$ cat src/tmr8_pkg.sv
// Purpose: constants and carriers for the 8-bit timer with compare unit
// Assumes: APB3 slave, 32-bit data, one register per aligned word
// Notes:   byte address = 4 * register index
package tmr8_pkg;
  localparam logic [5:0] IDX_CONTROL = 6'h10;
  localparam logic [5:0] IDX_COUNT   = 6'h11;
  localparam logic [5:0] IDX_COMPARE = 6'h12;
  localparam logic [5:0] IDX_MASK    = 6'h13;
  localparam logic [5:0] IDX_ASYNC   = 6'h14;
  localparam logic [5:0] IDX_FLAGS   = 6'h17;
  localparam int CTL_FORCE = 7;
  localparam int CTL_WGM0  = 6;
  localparam int CTL_WGM1  = 3;
  localparam int COM_HI    = 5;
  localparam int COM_LO    = 4;
  localparam int CS_HI     = 2;
  localparam int CS_LO     = 0;
  localparam int BIT_CMP   = 1;
  localparam int BIT_OVF   = 0;
  localparam int ASYNC_SEL = 3;
  localparam int HOLD_CNT  = 0;
  localparam int HOLD_OCR  = 1;
  localparam int HOLD_CTL  = 2;
  localparam logic [7:0] COUNT_MAX    = 8'hFF;
  localparam logic [7:0] COUNT_BOTTOM = 8'h00;
  localparam logic [7:0] RESET_BYTE   = 8'h00;
  localparam logic [1:0] COMMIT_EDGES = 2'h2;
  localparam logic [9:0] PRE_DIV1    = 10'h000;
  localparam logic [9:0] PRE_DIV8    = 10'h007;
  localparam logic [9:0] PRE_DIV32   = 10'h01F;
  localparam logic [9:0] PRE_DIV64   = 10'h03F;
  localparam logic [9:0] PRE_DIV128  = 10'h07F;
  localparam logic [9:0] PRE_DIV256  = 10'h0FF;
  localparam logic [9:0] PRE_DIV1024 = 10'h3FF;
  typedef enum logic [1:0] {
    WM_NORMAL = 2'b00,
    WM_PHASE  = 2'b01,
    WM_CTC    = 2'b10,
    WM_FAST   = 2'b11
  } tmr8_mode_e;
  typedef enum logic [1:0] {
    COM_OFF    = 2'b00,
    COM_TOGGLE = 2'b01,
    COM_CLEAR  = 2'b10,
    COM_SET    = 2'b11
  } tmr8_com_e;
  typedef enum logic [2:0] {
    CS_STOP = 3'b000, CS_1   = 3'b001, CS_8   = 3'b010, CS_32 = 3'b011,
    CS_64   = 3'b100, CS_128 = 3'b101, CS_256 = 3'b110, CS_1024 = 3'b111
  } tmr8_cs_e;
  typedef struct packed {
    logic        psel;
    logic        penable;
    logic        pwrite;
    logic [11:0] paddr;
    logic [31:0] pwdata;
  } tmr8_apb_req_s;
  typedef struct packed {
    logic        pready;
    logic [31:0] prdata;
    logic        pslverr;
  } tmr8_apb_rsp_s;
  typedef struct packed {
    logic out;
    logic oe;
    logic override;
  } tmr8_pin_s;
  typedef struct packed {
    logic cmp_req;
    logic ovf_req;
  } tmr8_irq_s;
endpackage : tmr8_pkg

$ cat src/tmr8_timer.sv
// Purpose: 8-bit timer/counter with compare unit, waveform pin, APB regs
// Assumes: port direction and data bits come from pclk-domain logic
// Notes:   oscillator pin is sampled on pclk; pclk must be much faster
//
// Added by the designer: the APB slave port.
`timescale 1ns/100ps
module tmr8_timer
  import tmr8_pkg::*;
(
  input  wire logic    pclk,
  input  wire logic    presetn,
  input  tmr8_apb_req_s apb_req,
  output tmr8_apb_rsp_s apb_rsp,
  input  wire logic    oscillator_input_pin,
  input  wire logic    global_irq_enable,
  input  wire logic    compare_vector_ack,
  input  wire logic    overflow_vector_ack,
  input  wire logic    port_direction_bit,
  input  wire logic    port_data_bit,
  output tmr8_pin_s    pin,
  output tmr8_irq_s    irq
);

  typedef struct packed {
    tmr8_apb_rsp_s   rsp;
    logic [7:0]      ctl;
    logic [7:0]      cnt;
    logic [7:0]      ocr_buf;
    logic [7:0]      ocr_act;
    logic [1:0]      mask;
    logic [1:0]      flags;
    logic            async_sel;
    logic [2:0][7:0] hold;
    logic [2:0]      busy;
    logic [2:0][1:0] edges;
    logic            osc_meta;
    logic            osc_sync;
    logic            osc_prev;
    logic [9:0]      prescale;
    logic            count_up;
    logic            block_next;
    logic            wave;
    tmr8_pin_s       pin;
    tmr8_irq_s       irq;
  } tmr8_state_s;

  tmr8_state_s s_q;
  tmr8_state_s s_d;

  logic       osc_rise;
  logic       src_tick;
  logic       tick;
  logic [9:0] pmask;
  tmr8_mode_e mode;
  tmr8_com_e  com;
  logic [7:0] top;
  logic       at_top;
  logic       match;
  logic       cmp_set;
  logic       ovf_set;
  logic       access;
  logic       done;
  logic       wr;
  logic       mapped;
  logic [5:0] idx;
  logic [7:0] rd_byte;
  logic       ctl_load;
  logic [7:0] ctl_val;
  logic       cnt_load;
  logic [7:0] cnt_val;
  logic       ocr_load;
  logic [7:0] ocr_val;
  logic       force_now;
  tmr8_com_e  force_com;
  tmr8_mode_e new_mode;
  logic [1:0] wclear;

  always_comb
  begin
    s_d       = s_q;
    ctl_load  = 1'b0;
    ctl_val   = RESET_BYTE;
    cnt_load  = 1'b0;
    cnt_val   = RESET_BYTE;
    ocr_load  = 1'b0;
    ocr_val   = RESET_BYTE;
    force_now = 1'b0;
    force_com = COM_OFF;
    new_mode  = WM_NORMAL;
    wclear    = 2'b00;
    cmp_set   = 1'b0;
    ovf_set   = 1'b0;
    rd_byte   = RESET_BYTE;

    // The first stage only feeds the second; edge detect reads the second and third stages
    s_d.osc_meta = oscillator_input_pin;
    s_d.osc_sync = s_q.osc_meta;
    s_d.osc_prev = s_q.osc_sync;
    osc_rise     = s_q.osc_sync & ~s_q.osc_prev;
    src_tick     = s_q.async_sel ? osc_rise : 1'b1;

    mode = tmr8_mode_e'({s_q.ctl[CTL_WGM1], s_q.ctl[CTL_WGM0]});
    com  = tmr8_com_e'(s_q.ctl[COM_HI:COM_LO]);

    unique case (tmr8_cs_e'(s_q.ctl[CS_HI:CS_LO]))
      CS_STOP: pmask = PRE_DIV1;
      CS_1:    pmask = PRE_DIV1;
      CS_8:    pmask = PRE_DIV8;
      CS_32:   pmask = PRE_DIV32;
      CS_64:   pmask = PRE_DIV64;
      CS_128:  pmask = PRE_DIV128;
      CS_256:  pmask = PRE_DIV256;
      CS_1024: pmask = PRE_DIV1024;
    endcase
    if (src_tick)
      s_d.prescale = s_q.prescale + 10'h001;
    tick = src_tick && (s_q.ctl[CS_HI:CS_LO] != CS_STOP) &&
           ((s_q.prescale & pmask) == pmask);

    // APB: one wait state, then pready for one cycle
    access = apb_req.psel & apb_req.penable;
    done   = access & s_q.rsp.pready;
    idx    = apb_req.paddr[7:2];
    mapped = (apb_req.paddr[11:8] == 4'h0) &&
             (apb_req.paddr[1:0] == 2'h0) &&
             (idx == IDX_CONTROL || idx == IDX_COUNT ||
              idx == IDX_COMPARE || idx == IDX_MASK ||
              idx == IDX_ASYNC || idx == IDX_FLAGS);
    wr     = done & apb_req.pwrite & mapped;
    unique case (idx)
      IDX_CONTROL:
        rd_byte = s_q.async_sel ? s_q.hold[HOLD_CTL] : s_q.ctl;
      IDX_COUNT:   rd_byte = s_q.cnt;
      IDX_COMPARE:
        rd_byte = s_q.async_sel ? s_q.hold[HOLD_OCR] : s_q.ocr_buf;
      IDX_MASK:    rd_byte = {6'h00, s_q.mask};
      IDX_ASYNC:
        rd_byte = {4'h0, s_q.async_sel, s_q.busy[HOLD_CNT],
                   s_q.busy[HOLD_OCR], s_q.busy[HOLD_CTL]};
      IDX_FLAGS:   rd_byte = {6'h00, s_q.flags};
      default:     rd_byte = RESET_BYTE;
    endcase
    if (idx == IDX_CONTROL)
      rd_byte[CTL_FORCE] = 1'b0;
    s_d.rsp.pready = access & ~s_q.rsp.pready;
    if (access & ~s_q.rsp.pready)
    begin
      s_d.rsp.prdata  = {24'h000000, rd_byte};
      s_d.rsp.pslverr = ~mapped;
    end

    // Holding registers commit on the second oscillator edge
    for (int i = 0; i < 3; i++)
    begin
      if (s_q.busy[i] && osc_rise)
      begin
        s_d.edges[i] = s_q.edges[i] + 2'h1;
        if (s_q.edges[i] == COMMIT_EDGES - 2'h1)
        begin
          s_d.busy[i]  = 1'b0;
          s_d.edges[i] = 2'h0;
        end
      end
    end
    if (s_q.busy[HOLD_CNT] && osc_rise && s_q.edges[HOLD_CNT] == 2'h1)
    begin
      cnt_load = 1'b1;
      cnt_val  = s_q.hold[HOLD_CNT];
    end
    if (s_q.busy[HOLD_OCR] && osc_rise && s_q.edges[HOLD_OCR] == 2'h1)
    begin
      ocr_load = 1'b1;
      ocr_val  = s_q.hold[HOLD_OCR];
    end
    if (s_q.busy[HOLD_CTL] && osc_rise && s_q.edges[HOLD_CTL] == 2'h1)
    begin
      ctl_load = 1'b1;
      ctl_val  = s_q.hold[HOLD_CTL];
    end

    if (wr)
    begin
      unique case (idx)
        IDX_CONTROL:
          if (s_q.async_sel)
          begin
            s_d.hold[HOLD_CTL]  = apb_req.pwdata[7:0];
            s_d.busy[HOLD_CTL]  = 1'b1;
            s_d.edges[HOLD_CTL] = 2'h0;
          end
          else
          begin
            ctl_load = 1'b1;
            ctl_val  = apb_req.pwdata[7:0];
          end
        IDX_COUNT:
          if (s_q.async_sel)
          begin
            s_d.hold[HOLD_CNT]  = apb_req.pwdata[7:0];
            s_d.busy[HOLD_CNT]  = 1'b1;
            s_d.edges[HOLD_CNT] = 2'h0;
          end
          else
          begin
            cnt_load = 1'b1;
            cnt_val  = apb_req.pwdata[7:0];
          end
        IDX_COMPARE:
          if (s_q.async_sel)
          begin
            s_d.hold[HOLD_OCR]  = apb_req.pwdata[7:0];
            s_d.busy[HOLD_OCR]  = 1'b1;
            s_d.edges[HOLD_OCR] = 2'h0;
          end
          else
          begin
            ocr_load = 1'b1;
            ocr_val  = apb_req.pwdata[7:0];
          end
        IDX_MASK:  s_d.mask = apb_req.pwdata[1:0];
        IDX_ASYNC: s_d.async_sel = apb_req.pwdata[ASYNC_SEL];
        IDX_FLAGS: wclear = apb_req.pwdata[1:0];
        default:   s_d.mask = s_q.mask;
      endcase
    end

    // Counter sequence
    top    = (mode == WM_CTC) ? s_q.ocr_act : COUNT_MAX;
    at_top = tick && (s_q.cnt == top);
    match  = tick && (s_q.cnt == s_q.ocr_act) && !s_q.block_next;
    if (tick)
      s_d.block_next = 1'b0;
    if (tick)
    begin
      if (mode == WM_PHASE)
      begin
        if (s_q.count_up)
        begin
          if (s_q.cnt == COUNT_MAX)
          begin
            s_d.count_up = 1'b0;
            s_d.cnt      = s_q.cnt - 8'h01;
            s_d.ocr_act  = s_q.ocr_buf;
          end
          else
            s_d.cnt = s_q.cnt + 8'h01;
        end
        else if (s_q.cnt == COUNT_BOTTOM)
        begin
          s_d.count_up = 1'b1;
          s_d.cnt      = s_q.cnt + 8'h01;
          ovf_set      = 1'b1;
        end
        else
          s_d.cnt = s_q.cnt - 8'h01;
      end
      else
      begin
        s_d.count_up = 1'b1;
        s_d.cnt = at_top ? COUNT_BOTTOM : s_q.cnt + 8'h01;
        ovf_set = (s_q.cnt == COUNT_MAX);
        if (at_top && mode == WM_FAST)
          s_d.ocr_act = s_q.ocr_buf;
      end
    end
    cmp_set = match;

    // Waveform unit
    unique case (mode)
      WM_NORMAL, WM_CTC:
        if (match)
          unique case (com)
            COM_OFF:    s_d.wave = s_q.wave;
            COM_TOGGLE: s_d.wave = ~s_q.wave;
            COM_CLEAR:  s_d.wave = 1'b0;
            COM_SET:    s_d.wave = 1'b1;
          endcase
      WM_FAST:
        if (com[1])
        begin
          // A match at top loses to the bottom level
          if (at_top)
            s_d.wave = ~com[0];
          else if (match)
            s_d.wave = com[0];
        end
      WM_PHASE:
        if (com[1])
        begin
          if (s_q.ocr_act == COUNT_MAX)
          begin
            if (tick && s_q.count_up && s_q.cnt == COUNT_MAX)
              s_d.wave = ~com[0];
          end
          else if (match)
            s_d.wave = s_q.count_up ? com[0] : ~com[0];
        end
    endcase

    if (ctl_load)
    begin
      s_d.ctl            = ctl_val;
      s_d.ctl[CTL_FORCE] = 1'b0;
      new_mode = tmr8_mode_e'({ctl_val[CTL_WGM1], ctl_val[CTL_WGM0]});
      force_com = tmr8_com_e'(ctl_val[COM_HI:COM_LO]);
      force_now = ctl_val[CTL_FORCE] &&
                  (new_mode == WM_NORMAL || new_mode == WM_CTC);
    end
    // Force touches only the output, never flag or counter
    if (force_now)
      unique case (force_com)
        COM_OFF:    s_d.wave = s_d.wave;
        COM_TOGGLE: s_d.wave = ~s_q.wave;
        COM_CLEAR:  s_d.wave = 1'b0;
        COM_SET:    s_d.wave = 1'b1;
      endcase

    if (cnt_load)
    begin
      s_d.cnt        = cnt_val;
      s_d.block_next = 1'b1;
    end
    if (ocr_load)
    begin
      s_d.ocr_buf = ocr_val;
      new_mode = tmr8_mode_e'({s_d.ctl[CTL_WGM1], s_d.ctl[CTL_WGM0]});
      if (new_mode == WM_NORMAL || new_mode == WM_CTC)
        s_d.ocr_act = ocr_val;
    end

    // Hardware set wins over any clear in the same cycle
    s_d.flags[BIT_CMP] = cmp_set | (s_q.flags[BIT_CMP] &
                         ~(wclear[BIT_CMP] | compare_vector_ack));
    s_d.flags[BIT_OVF] = ovf_set | (s_q.flags[BIT_OVF] &
                         ~(wclear[BIT_OVF] | overflow_vector_ack));
    s_d.irq.cmp_req = s_q.mask[BIT_CMP] & global_irq_enable &
                      s_q.flags[BIT_CMP];
    s_d.irq.ovf_req = s_q.mask[BIT_OVF] & global_irq_enable &
                      s_q.flags[BIT_OVF];

    s_d.pin.override = (s_d.ctl[COM_HI:COM_LO] != COM_OFF);
    s_d.pin.out      = s_d.pin.override ? s_d.wave : port_data_bit;
    s_d.pin.oe       = port_direction_bit;
  end

  always_ff @(posedge pclk or negedge presetn)
  begin
    if (!presetn)
      s_q <= '0;
    else
      s_q <= s_d;
  end

  assign apb_rsp = s_q.rsp;
  assign pin     = s_q.pin;
  assign irq     = s_q.irq;
endmodule : tmr8_timer
$ cat config.mk
export PLATFORM = sky130hd
export DESIGN_NAME = tmr8_timer
export DESIGN_NICKNAME = d
export VERILOG_FILES = /design/src/tmr8_pkg.sv /design/src/tmr8_timer.sv
export SDC_FILE = /design/constraint.sdc
export NUM_CORES = 1
export LEC_CHECK = 0
export BUFFER_PORTS_ARGS = -buffer_cell sky130_fd_sc_hd__buf_4
export CORE_ASPECT_RATIO = 2
export CORE_MARGIN = 2
export CORE_UTILIZATION = 57
export DETAILED_ROUTE_END_ITERATION = 7
export PLACE_DENSITY = 0.83
export REMOVE_ABC_BUFFERS = 1
export SYNTH_ARGS = -nofsm -noshare
export SYNTH_HDL_FRONTEND = slang
export SYNTH_SLANG_ARGS = --single-unit
$ cat constraint.sdc
create_clock -name pclk -period 2.7 [get_ports pclk]
set_input_delay 0.27 -clock pclk [delete_from_list [all_inputs] [get_ports pclk]]
set_output_delay 0.27 -clock pclk [all_outputs]
set_load 0.02 [all_outputs]
==> flow_metrics.tcl <==
set metrics [dict create \
    top_usage_layer "met2" \
    hold_violations 0 \
    yosysWarningCount 0 \
    cts.sinks 100 \
    powerDensity_nw_per_um2 711 \
    tightest_slew_ns 0.649 \
    grt_overflow_total 0 \
    numPortBuffers 45 \
    ys_types 71 \
    outcome "finished, final reports clean" \
    drc 0 \
    routed_wl_mm 16.8 \
    path_max_fanout 8 \
    slowest_stage "dfrtp_1" \
    max_stage_delay_ns 0.44 \
    track_usage_pct 31.3 \
    grt_pass1_wl_mm 25.9 \
    synthArstFlopShare_pct 100 \
    synth_top_area_share_pct 43.0 \
    grt_max_degree 50 \
    num-nets-final 770 \
    drive_above_1_share_pct 25.6 \
    ioPinCount 94 \
    critPathTopFamily "simple AND/OR/NAND/NOR gates" \
    utilization_pct 69.0 \
    area_growth_pct 18.7 \
    syn_area_um2 5820 \
    placementRows 52 \
    wl_per_cell_um 19.7 \
    synth_flop_cell "dfrtp_1" \
    vias 5141 \
    fillers 783 \
    rsz0062_at_grt "yes" \
    place_ws_ns -0.107 \
    setup_viol 0 \
    hold_class "input port to flip-flop" \
    arrival_ns 2.87 \
    dp_hpwl_mm 12.4 \
    yosysSeqAreaShare_pct 43.0 \
    grt_use_met2_pct 51.3 \
    synth_edf_count 0 \
    clkTransAtPathRegs_ns 0.07 \
    netlist_instances 629 \
    max-slew-margin-rel_pct 56.7 \
    drv_slew 0 \
    synth-seq-cells 100 \
    cap_violations 0 \
    routabilityCongestion 0.916 \
    synth_top_area_cell "dfrtp_1" \
    synthTopCellsByArea "dfrtp_1 (43%), nand2_1 (6.3%), mux2i_1 (6.2%)" \
    fmax_mhz 378 \
    core_area_um2 10000 \
    clk_latency_ns 0.34 \
    setup_ws_ns 0.0538 \
    initial_utilization_pct 58.1 \
    drt.antenna.violating_nets 0 \
    p_leak_nw 3.24 \
    drt_pass1_iterations 5 \
    path_class "flip-flop to flip-flop" \
    min_period_ns 2.65 \
    dieArea_um2 11100 \
    crit_chain "or3b_4, o311ai_2, buf_4, buf_4, buf_4, and3_1, buf_4, and3_1, buf_12, mux2i_1, mux2i_1" \
    min_period_over_period_pct 98.0 \
    syn_avg_cell_area_um2 9.25 \
    crit_buf_inv 5 \
    dr.first_iter.drc_count 443 \
    htree_num_levels 3 \
    use_met3_pct 4.73 \
    crit_top_cell "buf_4" \
    crit_path_end_kind "flip-flop" \
    cts_buffer_depth 2 \
    grt_util_met1_pct 33.9 \
    grt_pass1_vias 5145 \
    numCtsBuffers 9 \
    die-width_um 75.5 \
    finClkSkew_ns 0.00512 \
    vias_per_cell 6.05 \
    root_buffer "clkbuf_16" \
    antenna_cells 0 \
    required_ns 2.92 \
    antenna_found_initial 0 \
    cp-start-kind "flip-flop" \
    cts_tree "built" \
    die_h_um 147 \
    vdd_drop_max_mv 0.505 \
]
==> per-stage QoR <==
stage | power [W] | hold WS (ns) | setup TNS (ns) | area [um2] | cells
2_1_floorplan | 0.00261 | -0.0256 | 0 | 5470 | 586
3_3_place_gp | 0.00325 | 0.314 | -0.0203 | 6440 | 826
5_1_grt | 0.00512 | 0.0247 | -0.146 | 6910 | 850
4_1_cts | 0.00479 | 0.0278 | 0 | 6840 | 848
6_report | 0.00492 | 0.0302 | 0 | 6910 | 850
3_5_place_dp | 0.00331 | 0.317 | -0.234 | 6440 | 826
==> routing by layer <==
metal | wire (um) | vias up
met1 | 5770 | 2464
met5 | 0 | -
met3 | 784 | 92
met4 | 1520 | 0
li1 | - | 2313
met2 | 8690 | 272
==> sequential cells by signal, summed over array words and instances, names as in the netlist <==
name	cells
s_q	79
apb_rsp	10
pin	3
com	2
irq	2
mode	2
s_d	2
==> layout by cell type, fill, tap and decap left out, types with 3 or more instances in the layout <==
master       n
ha_1         4
a41oi_1      3
a221oi_1     3
xnor2_1     10
nand2_1     97
nor2_1      51
a31oi_1      5
inv_1       19
a211oi_1     7
nor3b_1      5
o31ai_1      3
nor3_1       6
nand4_1      7
nand3b_1     4
o21ai_0     23
clkbuf_16    9
a2111oi_2    3
mux2_2      21
o22ai_1      5
dfrtp_1     96
a21oi_1     40
and3_1      11
conb_1      24
buf_4      110
nand2b_1     4
dfrtp_2      4
mux2i_1     36
and4_1       3
xor2_1       7
or2_2        4
and2_1       5
nor2b_1     10
nand3_1     14
==> report_power, final <==
part	leakage (nW)	switching [W]	total, W	internal, W
clock	0.158	0.000544	0.00140	0.000856
sequential	1.23	0.000202	0.00185	0.00165
combinational	1.86	0.000912	0.00167	0.000756
total	3.24	0.00166	0.00492	0.00326
==> area by class of cell <==
class	instances	area (um2)	area share [%]
multi-input cells	467	2960	42.9
flip-flops and latches	100	2510	36.3
repair buffers	114	872	12.6
clock buffers	11	253	3.66
well taps	135	169	2.44
clock inverters	4	72.6	1.05
inverters	19	71.3	1.03
==> cell families after synthesis <==
family | count (synthesis) | share of synthesized area (%)
AOI/OAI and AO/OA | 122 | 13.8
xor gates and xnor gates | 17 | 2.56
adders and majority gates | 4 | 0.860
buffers and inverters | 85 | 8.71
DFF | 100 | 43.0
muxes | 58 | 10.5
other | 1 | 0.0644
and+or+nand+nor | 242 | 20.5
==> synth_stat cells, types with 2 or more instances <==
| cell | n |
|---|---|
| dfrtp_1 | 100 |
| nand2_1 | 97 |
| nor2_1 | 51 |
| buf_4 | 43 |
| a21oi_1 | 40 |
| mux2i_1 | 36 |
| o21ai_0 | 24 |
| mux2_2 | 21 |
| inv_1 | 19 |
| nand3_1 | 15 |
| and3_1 | 11 |
| nor2b_1 | 10 |
| xnor2_1 | 10 |
| buf_2 | 9 |
| clkbuf_1 | 9 |
| a211oi_1 | 8 |
| nand4_1 | 7 |
| nor3_1 | 7 |
| xor2_1 | 7 |
| a31oi_1 | 5 |
| and2_1 | 5 |
| nor3b_1 | 5 |
| o22ai_1 | 5 |
| a221oi_1 | 4 |
| ha_1 | 4 |
| nand2b_1 | 4 |
| nand3b_1 | 4 |
| nor4_1 | 4 |
| or2_2 | 4 |
| a41oi_1 | 3 |
| and4_1 | 3 |
| buf_1 | 3 |
| o31ai_1 | 3 |
| a2111oi_0 | 2 |
| a2111oi_2 | 2 |
| a21o_1 | 2 |
| a2bb2oi_1 | 2 |
| a31o_2 | 2 |
| and4b_1 | 2 |
| buf_6 | 2 |
| o2111a_1 | 2 |
| o21ai_1 | 2 |
| o21bai_1 | 2 |
| or4_1 | 2 |
==> worst paths after layout <==
kind	endpoint	slack, ns	startpoint	depth (start not counted)
worst max-delay path	s_q[60]	0.05	s_q[83]	11
worst min-delay path	s_d[19]	0.03	oscillator_input_pin	1
worst max register to register	s_q[60]	0.05	s_q[83]	11
worst min register to register	s_d[18]	0.36	s_d[19]	0
max in group asynchronous	s_q[68]	1.48	presetn	3
min in group asynchronous	s_q[83]	0.47	presetn	2
==> timing repair <==
item,4_1_cts,5_1_grt
endpoints found under the setup margin,7,15
hold buffers,1,0
pin swaps,1,2
cloned,0,1
setup buffers,6,1
endpoints found under the hold margin,46,0
resized for setup,6,13
No activity file was read; power rests on OpenSTA's default activity.
